===== src/core/simr_pkg.sv =====
// constants shared by the status and interrupt mask register block
package simr_pkg;
   localparam int unsigned DATA_W           = 8;
   localparam int unsigned ADDR_W           = 8;
   localparam logic [7:0]  ADDR_SUPPLY_MASK = 8'h03;
   localparam logic [7:0]  ADDR_EVENT_MASK  = 8'h04;
   localparam logic [7:0]  ADDR_SUPPLY_ACK  = 8'h05;
   localparam logic [7:0]  ADDR_EVENT_ACK   = 8'h06;
   localparam logic [7:0]  ADDR_CHG_STATUS  = 8'h0a;
   localparam logic [7:0]  MASK_RESET       = 8'hff;
   localparam logic [7:0]  ZERO_BYTE        = 8'h00;
   // charger status bit positions
   localparam int unsigned CHG_DISCHARGE    = 7;
   localparam int unsigned CHG_INPUT_SEL    = 6;
   localparam int unsigned CHG_THERM_PPATH  = 5;
   localparam int unsigned CHG_WALL_PRES    = 4;
   localparam int unsigned CHG_BUS_PRES     = 3;
   localparam int unsigned CHG_STATE_HI     = 2;
   localparam int unsigned CHG_STATE_LO     = 1;
   localparam int unsigned CHG_INPUT_OV     = 0;
   // event mask and event acknowledge bit positions
   localparam int unsigned EV_CONV_DONE     = 7;
   localparam int unsigned EV_ANALOG1_HIZ   = 6;
   localparam int unsigned EV_THERMAL       = 3;
   localparam int unsigned EV_CHARGER       = 2;
   localparam int unsigned EV_ABOVE_HI      = 1;
   localparam int unsigned EV_BELOW_LO      = 0;
   // positions inside the synchronised status vector
   localparam int unsigned SV_THERM         = 0;
   localparam int unsigned SV_HIZ           = 1;
   localparam int unsigned SV_LO            = 2;
   localparam int unsigned SV_HI            = 3;
   localparam int unsigned SV_DONE          = 4;
   localparam int unsigned SV_FAULT_LO      = 5;
   localparam int unsigned SV_FAULT_HI      = 12;
   localparam int unsigned SV_CHG_LO        = 13;
   localparam int unsigned SV_CHG_HI        = 19;
   localparam int unsigned SV_DISCH         = 20;
   localparam int unsigned SV_WIDTH         = 21;
   localparam logic [1:0]  SETTLE_CYCLES    = 2'h3;
   typedef enum logic [1:0] {
      SIMR_CHG_FAULT_OFF = 2'h0,
      SIMR_CHG_DONE      = 2'h1,
      SIMR_CHG_FAST      = 2'h2,
      SIMR_CHG_PRECHARGE = 2'h3
   } simr_charge_state_t;
endpackage : simr_pkg


===== src/core/simr_regs.sv =====
// status, mask and acknowledge registers with the host interrupt line
`timescale 1ns/1ns
`default_nettype none
module simr_regs (
   input  wire logic                          clk,
   input  wire logic                          rst_n,
   input  wire logic [simr_pkg::ADDR_W-1:0]   reg_addr,
   input  wire logic                          reg_wr,
   input  wire logic                          reg_rd,
   input  wire logic [simr_pkg::DATA_W-1:0]   reg_wdata,
   output logic      [simr_pkg::DATA_W-1:0]   reg_rdata,
   input  wire logic [7:0]                    charger_status_in,
   input  wire logic [7:0]                    supply_fault_in,
   input  wire logic                          conversion_done_in,
   input  wire logic                          above_high_limit_in,
   input  wire logic                          below_low_limit_in,
   input  wire logic                          analog_input_one_hiz_in,
   input  wire logic                          thermal_fault_in,
   output logic                               conversion_result_high_b7,
   output simr_pkg::simr_charge_state_t       charge_state,
   output logic                               host_irq_n
);
   import simr_pkg::*;

   localparam int unsigned NSYNC = SV_WIDTH;

   logic [NSYNC-1:0] sync1_r, sync1_nxt, sync2_r, sync2_nxt, prev_r, prev_nxt;
   logic [7:0]       chg_r;
   logic             done_r;
   logic [7:0]       supply_mask_r, supply_mask_nxt, event_mask_r, event_mask_nxt;
   logic [7:0]       supply_ack_r, supply_ack_nxt, event_ack_r, event_ack_nxt;
   logic [7:0]       rdata_r, rdata_nxt;
   logic [1:0]       settle_r, settle_nxt;
   logic             irq_n_r, irq_n_nxt;
   logic [NSYNC-1:0] toggle;
   logic [7:0]       supply_ev, event_ev;
   logic             armed;

   assign chg_r  = sync2_r[SV_DISCH:SV_CHG_LO];
   assign done_r = sync2_r[SV_DONE];

   always_comb begin
      sync1_nxt = {charger_status_in, supply_fault_in, conversion_done_in,
                   above_high_limit_in, below_low_limit_in, analog_input_one_hiz_in, thermal_fault_in};
      sync2_nxt = sync1_r;
      prev_nxt  = sync2_r;
      // edge detection waits until prev_r holds real pin values, else reset looks like a toggle
      armed     = (settle_r == SETTLE_CYCLES);
      settle_nxt = armed ? settle_r : settle_r + 2'h1;
      toggle    = armed ? (sync2_r ^ prev_r) : '0;
      // discharge bit left out of the charger event to avoid chatter in supplement mode
      event_ev = ZERO_BYTE;
      event_ev[EV_CONV_DONE]   = toggle[SV_DONE] & ~event_mask_r[EV_CONV_DONE];
      event_ev[EV_ABOVE_HI]    = toggle[SV_HI] & ~event_mask_r[EV_ABOVE_HI];
      event_ev[EV_BELOW_LO]    = toggle[SV_LO] & ~event_mask_r[EV_BELOW_LO];
      event_ev[EV_ANALOG1_HIZ] = toggle[SV_HIZ] & ~event_mask_r[EV_ANALOG1_HIZ];
      event_ev[EV_THERMAL]     = toggle[SV_THERM] & ~event_mask_r[EV_THERMAL];
      event_ev[EV_CHARGER]     = (|toggle[SV_CHG_HI:SV_CHG_LO]) & ~event_mask_r[EV_CHARGER];
      supply_ev = toggle[SV_FAULT_HI:SV_FAULT_LO] & ~supply_mask_r;

      supply_mask_nxt = supply_mask_r;
      event_mask_nxt  = event_mask_r;
      supply_ack_nxt  = supply_ack_r;
      event_ack_nxt   = event_ack_r;
      if (reg_wr) begin
         unique case (reg_addr)
            ADDR_SUPPLY_MASK: supply_mask_nxt = reg_wdata;
            ADDR_EVENT_MASK:  event_mask_nxt  = reg_wdata;
            ADDR_SUPPLY_ACK:  supply_ack_nxt  = supply_ack_r & reg_wdata;
            ADDR_EVENT_ACK:   event_ack_nxt   = event_ack_r & reg_wdata;
            default: ;
         endcase
      end
      // acks only capture while the line is high; changes seen while low are dropped
      if (irq_n_r) begin
         supply_ack_nxt = supply_ack_nxt | supply_ev;
         event_ack_nxt  = event_ack_nxt | event_ev;
      end
      irq_n_nxt = ~(|{supply_ack_nxt, event_ack_nxt});

      // registered read data stands until the next read strobe
      rdata_nxt = rdata_r;
      if (reg_rd) begin
         unique case (reg_addr)
            ADDR_SUPPLY_MASK: rdata_nxt = supply_mask_r;
            ADDR_EVENT_MASK:  rdata_nxt = event_mask_r;
            ADDR_SUPPLY_ACK:  rdata_nxt = supply_ack_r;
            ADDR_EVENT_ACK:   rdata_nxt = event_ack_r;
            ADDR_CHG_STATUS:  rdata_nxt = chg_r;
            default:          rdata_nxt = ZERO_BYTE;
         endcase
      end
   end

   always_ff @(posedge clk or negedge rst_n) begin
      if (!rst_n) begin
         sync1_r       <= '0;
         sync2_r       <= '0;
         prev_r        <= '0;
         settle_r      <= 2'h0;
         // all masked out of reset so nothing fires before the host sets up
         supply_mask_r <= MASK_RESET;
         event_mask_r  <= MASK_RESET;
         supply_ack_r  <= ZERO_BYTE;
         event_ack_r   <= ZERO_BYTE;
         rdata_r       <= ZERO_BYTE;
         irq_n_r       <= 1'b1;
      end else begin
         sync1_r       <= sync1_nxt;
         sync2_r       <= sync2_nxt;
         prev_r        <= prev_nxt;
         settle_r      <= settle_nxt;
         supply_mask_r <= supply_mask_nxt;
         event_mask_r  <= event_mask_nxt;
         supply_ack_r  <= supply_ack_nxt;
         event_ack_r   <= event_ack_nxt;
         rdata_r       <= rdata_nxt;
         irq_n_r       <= irq_n_nxt;
      end
   end

   assign reg_rdata                 = rdata_r;
   assign host_irq_n                = irq_n_r;
   assign conversion_result_high_b7 = done_r;
   assign charge_state = simr_charge_state_t'(chg_r[CHG_STATE_HI:CHG_STATE_LO]);
endmodule : simr_regs
`default_nettype wire


===== config.mk =====
export PLATFORM = sky130hd
export DESIGN_NAME = simr_regs
export DESIGN_NICKNAME = d
export VERILOG_FILES = /design/src/core/simr_pkg.sv /design/src/core/simr_regs.sv
export SDC_FILE = /design/constraint.sdc
export NUM_CORES = 1
export LEC_CHECK = 0
export BUFFER_PORTS_ARGS = -buffer_cell sky130_fd_sc_hd__buf_4
export CORE_UTILIZATION = 60
export CTS_BUF_LIST = sky130_fd_sc_hd__clkbuf_16
export DETAILED_ROUTE_END_ITERATION = 8
export PLACE_DENSITY_LB_ADDON = 0.3
export SETUP_SLACK_MARGIN = 0.2
export SLEW_MARGIN = 15
export SYNTH_ARGS = -nofsm -noshare
export SYNTH_HDL_FRONTEND = slang
export SYNTH_SLANG_ARGS = --single-unit

===== constraint.sdc =====
create_clock -name clk -period 3.7 [get_ports clk]
set_clock_uncertainty 0.1 [all_clocks]
set_input_delay 0.37 -clock clk [delete_from_list [all_inputs] [get_ports clk]]
set_output_delay 0.37 -clock clk [all_outputs]
set_load 0.005 [all_outputs]

==> results.toml, run 1 <==
[floorplan]
start_util_pct = 63.62
die_area_um2 = 6713
die_height_um = 81.94
num_rows = 28
io_pins = 53
core_um2 = 6026
die_w_um = 81.94

[worst_setup_path]
r2r_start = "settle_r[0]"
crit_fanout = 17
endpoint_kind = "flop"
slowest_delay_ns = 0.62
path_cells = "buf_4 -> nand3b_1 -> o41ai_1 -> o31ai_1 -> or4_1 -> nor4_2"
critPathArrivalTime_ns = 2.66
slowest_stage = "o41ai_1"
cp.required_ns = 3.86
start_kind = "primary input"
path_buf_inv = 1
cp_top_family = "simple AND/OR/NAND/NOR gates"
crit_type = "primary input to flop"
startpoint = "reg_addr[3]"

[global_route]
grt_pass1_wl_mm = 11.55
grt_overflow = 0
met1_usage_pct = 31.06
track_usage_pct = 24.51
grt_use_met3_pct = 8.000
antenna_found_initial = 0
grt_pass1_vias = 2299
gr-max-usage-layer = "met2"
use_met2_pct = 38.84
grt_max_degree = 50

[placement]
placedCellCount = 374
dp_hpwl_mm = 4.945
io_buffers = 52
globalplace.congestion = 0.8538
dpl_cell_area_um2 = 4287

[final_layout]
num-nets-final = 354
final-seq-area_um2 = 2649
instances_no_fill = 391
antenna_cells = 0
multi_input_area_um2 = 1112
drive_above_1_share_pct = 37.03
fillers = 399
fin_area_um2 = 4611
syn_to_final_growth_pct = 20.27

[clocking]
clk_path_buf_depth = 2
cts.sinks = 105
htreeDepth = 3
cts_tree = "built"
cts_root_buf = "clkbuf_16"
clk_latency_ns = 0.35
cts_buffers = 9
clk_pin_slew_ns = 0.07

[timing]
fmax_mhz = 400.7
relSlewSlack_pct = 51.23
setup_viol = 0
rsz0062_at_grt = "no"
drv_slew = 0
hold_viol_final = 0
setup_tns_ns = 0
worst_pin_slew_ns = 0.7293
min_period_over_period_pct = 67.45
fin_crit_ns = 2.496
hold_ws_ns = 0.02357

[drt]
postRouteWirelength_mm = 7.490
antenna_left = 0
via_count = 2401
drc = 0
dr.pass1.iters = 5
avgViaCountPerCell = 6.141
first_iter_violations = 238
wl_per_cell_um = 19.16

[worst_hold_path]
worstHoldStart = "supply_fault_in[6]"
hold_path.class = "primary input to flop"

[synth]
syn_avg_cell_area_um2 = 15.03
ys_types = 33
synth_area_um2 = 3834
postSynthCellCount = 255
synth_warnings = 0
syn-num-nets = 298
ys_seq_area_share_pct = 69.09
yosys_register_bits = 105

[run]
maxCapViolations = 0

[power_and_ir_drop]
ir_drop_mv = 0.3610
p_leak_uw = 0.001917
power.density_nw_per_um2 = 512.8

[outcome]
outcome = "completed"
==> metal layers <==
layer	vias up	routed length, um
met4	0	260
met2	107	3629
met1	1216	3052
met3	23	547
met5	-	0
li1	1055	-
==> power by group <==
group          internal [uW]  switching [uW]
registers               1210            33.4
logic                   75.6            76.4
clock network            538             430
==> repair_timing <==
action                                  in CTS  in global routing
endpoints found under the hold margin       40                  0
resized for setup                            0                  0
setup buffers                                0                  0
endpoints found under the setup margin       0                  0
hold buffers                                 1                  0
==> registers in the layout (all words and copies together), names as in the netlist <==
register,count
reg_rdata,8
event_mask_r,8
settle_r,2
prev_nxt,21
host_irq_n,1
sync1_r,21
event_ack_r,8
supply_ack_r,8
prev_r,20
supply_mask_r,8
==> cells in the mapped netlist, drive strengths merged <==
library cell | count | area (um2)
dfrtp | 88 | 2202
mux2 | 24 | 270.3
dfstp | 17 | 446.7
a22oi | 14 | 105.1
o41ai | 14 | 122.6
xnor2 | 14 | 122.6
o31ai | 13 | 97.59
nor2 | 12 | 45.04
a31oi | 7 | 43.79
clkbuf | 7 | 26.28
xor2 | 7 | 61.31
buf | 5 | 35.02
or4 | 5 | 41.29
nand2b | 4 | 25.02
nor4 | 4 | 37.53
inv | 3 | 11.26
nand2 | 3 | 11.26
a21oi | 2 | 10.01
ha | 2 | 25.02
o41a | 2 | 22.52
a2111o | 1 | 11.26
a211oi | 1 | 7.510
a221oi | 1 | 8.760
mux2i | 1 | 10.01
nand3b | 1 | 7.510
nand4b | 1 | 8.760
o22a | 1 | 8.760
or3b | 1 | 8.760
==> per-stage QoR <==
stage / total power, uW / setup WS [ns] / utilization (%)
2_1_floorplan: 1319 / 1.247 / -
3_3_place_gp: 1409 / 1.026 / 71.14
3_5_place_dp: 1415 / 0.9689 / 71.14
4_1_cts: 2383 / 1.302 / 76.52
5_1_grt: 2448 / 1.102 / 76.52
6_report: 2364 / 1.204 / 76.52
==> placed cells by master (no fill, tap or decap), types with 3 or more instances in the layout <==
master / n
a22oi_1: 14
mux2_2: 24
nand2_1: 3
o31ai_1: 13
buf_4: 56
o41ai_1: 14
dfrtp_1: 88
or4_1: 4
xnor2_1: 14
xor2_1: 7
a31oi_1: 7
inv_1: 3
nor2_1: 12
dfstp_2: 17
clkbuf_16: 9
nand2b_1: 4
==> final timing paths <==
kind | end | cells past startpoint | slack, ns
max reg2reg | host_irq_n | 5 | 1.44
max | host_irq_n | 6 | 1.20
min in group asynchronous | prev_r[18] | 2 | 0.48
max in group asynchronous | event_mask_r[5] | 3 | 2.16
min reg2reg | prev_nxt[12] | 0 | 0.25
min | sync1_r[11] | 1 | 0.02
==> layout make-up <==
class                           instances  share of cell area [%]
Multi-Input combinational cell        135                   24.12
Timing Repair Buffer                   57                   9.335
Tap cell                               75                   2.035
Clock inverter                          7                   1.927
Sequential cell                       105                   57.45
Inverter                                3                  0.2442
Clock buffer                            9                   4.885
==> logic make-up (layout without fill, tap and decap cells) <==
| kind of cell | after synthesis | after routing | share of synthesized area, % |
|---|---|---|---|
| buffers and inverters | 15 | 76 | 1.893 |
| flip-flops | 105 | 105 | 69.09 |
| AND/OR/NAND/NOR | 31 | 31 | 4.830 |
| adder cells (fa/ha/maj) | 2 | 2 | 0.6526 |
| AO/OA/AOI/OAI | 56 | 56 | 11.42 |
| XOR/XNOR | 21 | 21 | 4.798 |
| multiplexers | 25 | 25 | 7.311 |
No activity file was read; power rests on OpenSTA's default activity.
==> run 2: changes to the inputs <==
- CORE_UTILIZATION: 60 -> 51
- clock period: 3.7 -> 2.1 ns (I/O delays scaled with it)
==> run 2 against run 1 <==
Compared with the run above: worst setup slack lost 1.2 ns; utilization shrank 3.6 points; largest cell class unchanged; worst hold slack gained 0.030 ns; power grew 76%; via count grew 4.4%; non-clock buffer count grew 36; the flow now finishes with violations (setup timing); highest routed layer unchanged.
==> results.toml, run 2 (synthesized netlist as in run 1, its figures left out) <==
[outcome]
outcome = "complete, but fails checks"
violations = "setup timing"

[worst_hold_path]
hold_depth = 2
worstHoldStart = "reg_wdata[4]"
hold_path.class = "primary input to flop"
min_to = "supply_mask_r[4]"

[global_route]
grt_pass1_vias = 2486
grt_max_degree = 46
grt_overflow = 0
antenna_found_initial = 0
grt_pass1_wl_mm = 12.85
track_usage_pct = 22.87

[worst_setup_path]
endpoint_kind = "flop"
crit_fanout = 7
r2r_end = "host_irq_n"
r2r_start = "settle_r[0]"
critPathArrivalTime_ns = 2.27
start_kind = "primary input"
reg2reg_depth = 6
cp.required_ns = 2.26
crit_type = "primary input to flop"
rrSetupSlack_ns = 0.09

[placement]
dpl_cell_area_um2 = 4502
dp_hpwl_mm = 5.258
globalplace.congestion = 0.8166
io_buffers = 52

[final_layout]
fin_area_um2 = 5286
final_common_cell = "dfrtp_1"
mostFrequentLayoutCells = "dfrtp_1 (88), buf_4 (60), mux2_2 (23), dlygate4sd3_1 (22), dfstp_2 (17)"
drive_above_1_share_pct = 45.89
utilization_pct = 72.88
num-nets-final = 391
antenna_cells = 0
syn_to_final_growth_pct = 37.89

[timing]
relSlewSlack_pct = 62.51
setup_slack_ns = -0.01067
drv_slew = 0
hold_viol_final = 0
fin_crit_ns = 2.111
fmax_mhz = 473.8
setup_viol = 1
worst_pin_slew_ns = 0.5624
rsz0062_at_grt = "yes"
min_period_over_period_pct = 100.5

[floorplan]
die_height_um = 88.70
die_w_um = 88.70
start_util_pct = 52.85
io_pins = 53
core_um2 = 7253
num_rows = 31
die_area_um2 = 7868

[drt]
avgViaCountPerCell = 5.546
drc = 0
wl_per_cell_um = 18.77
via_count = 2507
postRouteWirelength_mm = 8.482
dr.pass1.iters = 4
antenna_left = 0
first_iter_violations = 161

[clocking]
cts_root_buf = "clkbuf_16"
cts_buffers = 9
cts.sinks = 105
cts_tree = "built"
htreeDepth = 3
clk_path_buf_depth = 2
clk_pin_slew_ns = 0.07
clk_latency_ns = 0.34

[power_and_ir_drop]
ir_drop_mv = 0.5159
p_leak_uw = 0.002289
power.density_nw_per_um2 = 788.9

[run]
maxCapViolations = 0
==> run 2: final cells by class <==
| class | count | area [um2] |
|---|---|---|
| multi-input combinational | 136 | 1384 |
| clock inverter | 7 | 63.81 |
| timing repair buffer | 93 | 829.5 |
| sequential | 105 | 2649 |
| inverter | 3 | 11.26 |
| tap | 99 | 123.9 |
| fill | 488 | 1967 |
| clock buffer | 9 | 225.2 |
==> run 2: timing repair <==
action	CTS	global route
setup buffers	3	1
hold buffers	22	0
resized for setup	9	30
endpoints found under the setup margin	16	22
gates cloned	1	0
pin swaps	13	15
hold endpoints to repair	52	0
==> run 2: report_power, final <==
| part | total [uW] | leakage (uW) | internal, uW | switching, uW |
|---|---|---|---|---|
| logic | 355 | 0.000973 | 187 | 167 |
| registers | 2200 | 0.00117 | 2130 | 63.3 |
| clock network | 1620 | 0.000146 | 914 | 705 |
==> run 2: metrics by stage <==
stage	instances	TNS, ns	setup WS, ns	hold slack (ns)	total power, uW
after floorplan	255	-0.1433	-0.1433	-0.1856	2331
after global placement	409	-4.038	-0.3057	0.1383	2508
after detailed placement	409	-4.125	-0.3388	0.1388	2517
after CTS	451	0	0.06105	0.04301	4174
after global routing	452	-0.05552	-0.05552	0.04909	4313
final	452	-0.01067	-0.01067	0.05383	4170
==> run 2: critical path, stage by stage <==
cell and delay (ns):
buf_6 0.10, or4_4 0.63, o41ai_4 0.40, o31ai_2 0.16, or4_4 0.51, nor4_4 0.25
==> run 2: layer usage <==
| metal | vias up | GRT usage (%) | wire length (um) |
|---|---|---|---|
| met5 | - | 0 | 0 |
| met4 | 0 | 12.17 | 210 |
| met3 | 17 | 3.731 | 389 |
| met2 | 82 | 35.52 | 4175 |
| met1 | 1275 | 31.23 | 3707 |
| li1 | 1133 | - | - |
==> run 2: how the worst max path moves through the flow <==
stage               slack, ns        start         end
finish                  -0.01  reg_addr[5]  host_irq_n
global route            -0.06  reg_addr[5]  host_irq_n
CTS                      0.06  reg_addr[6]  host_irq_n
detailed placement      -0.34  reg_addr[5]  host_irq_n
global placement        -0.31  reg_addr[5]  host_irq_n
floorplan               -0.14  reg_addr[5]  host_irq_n
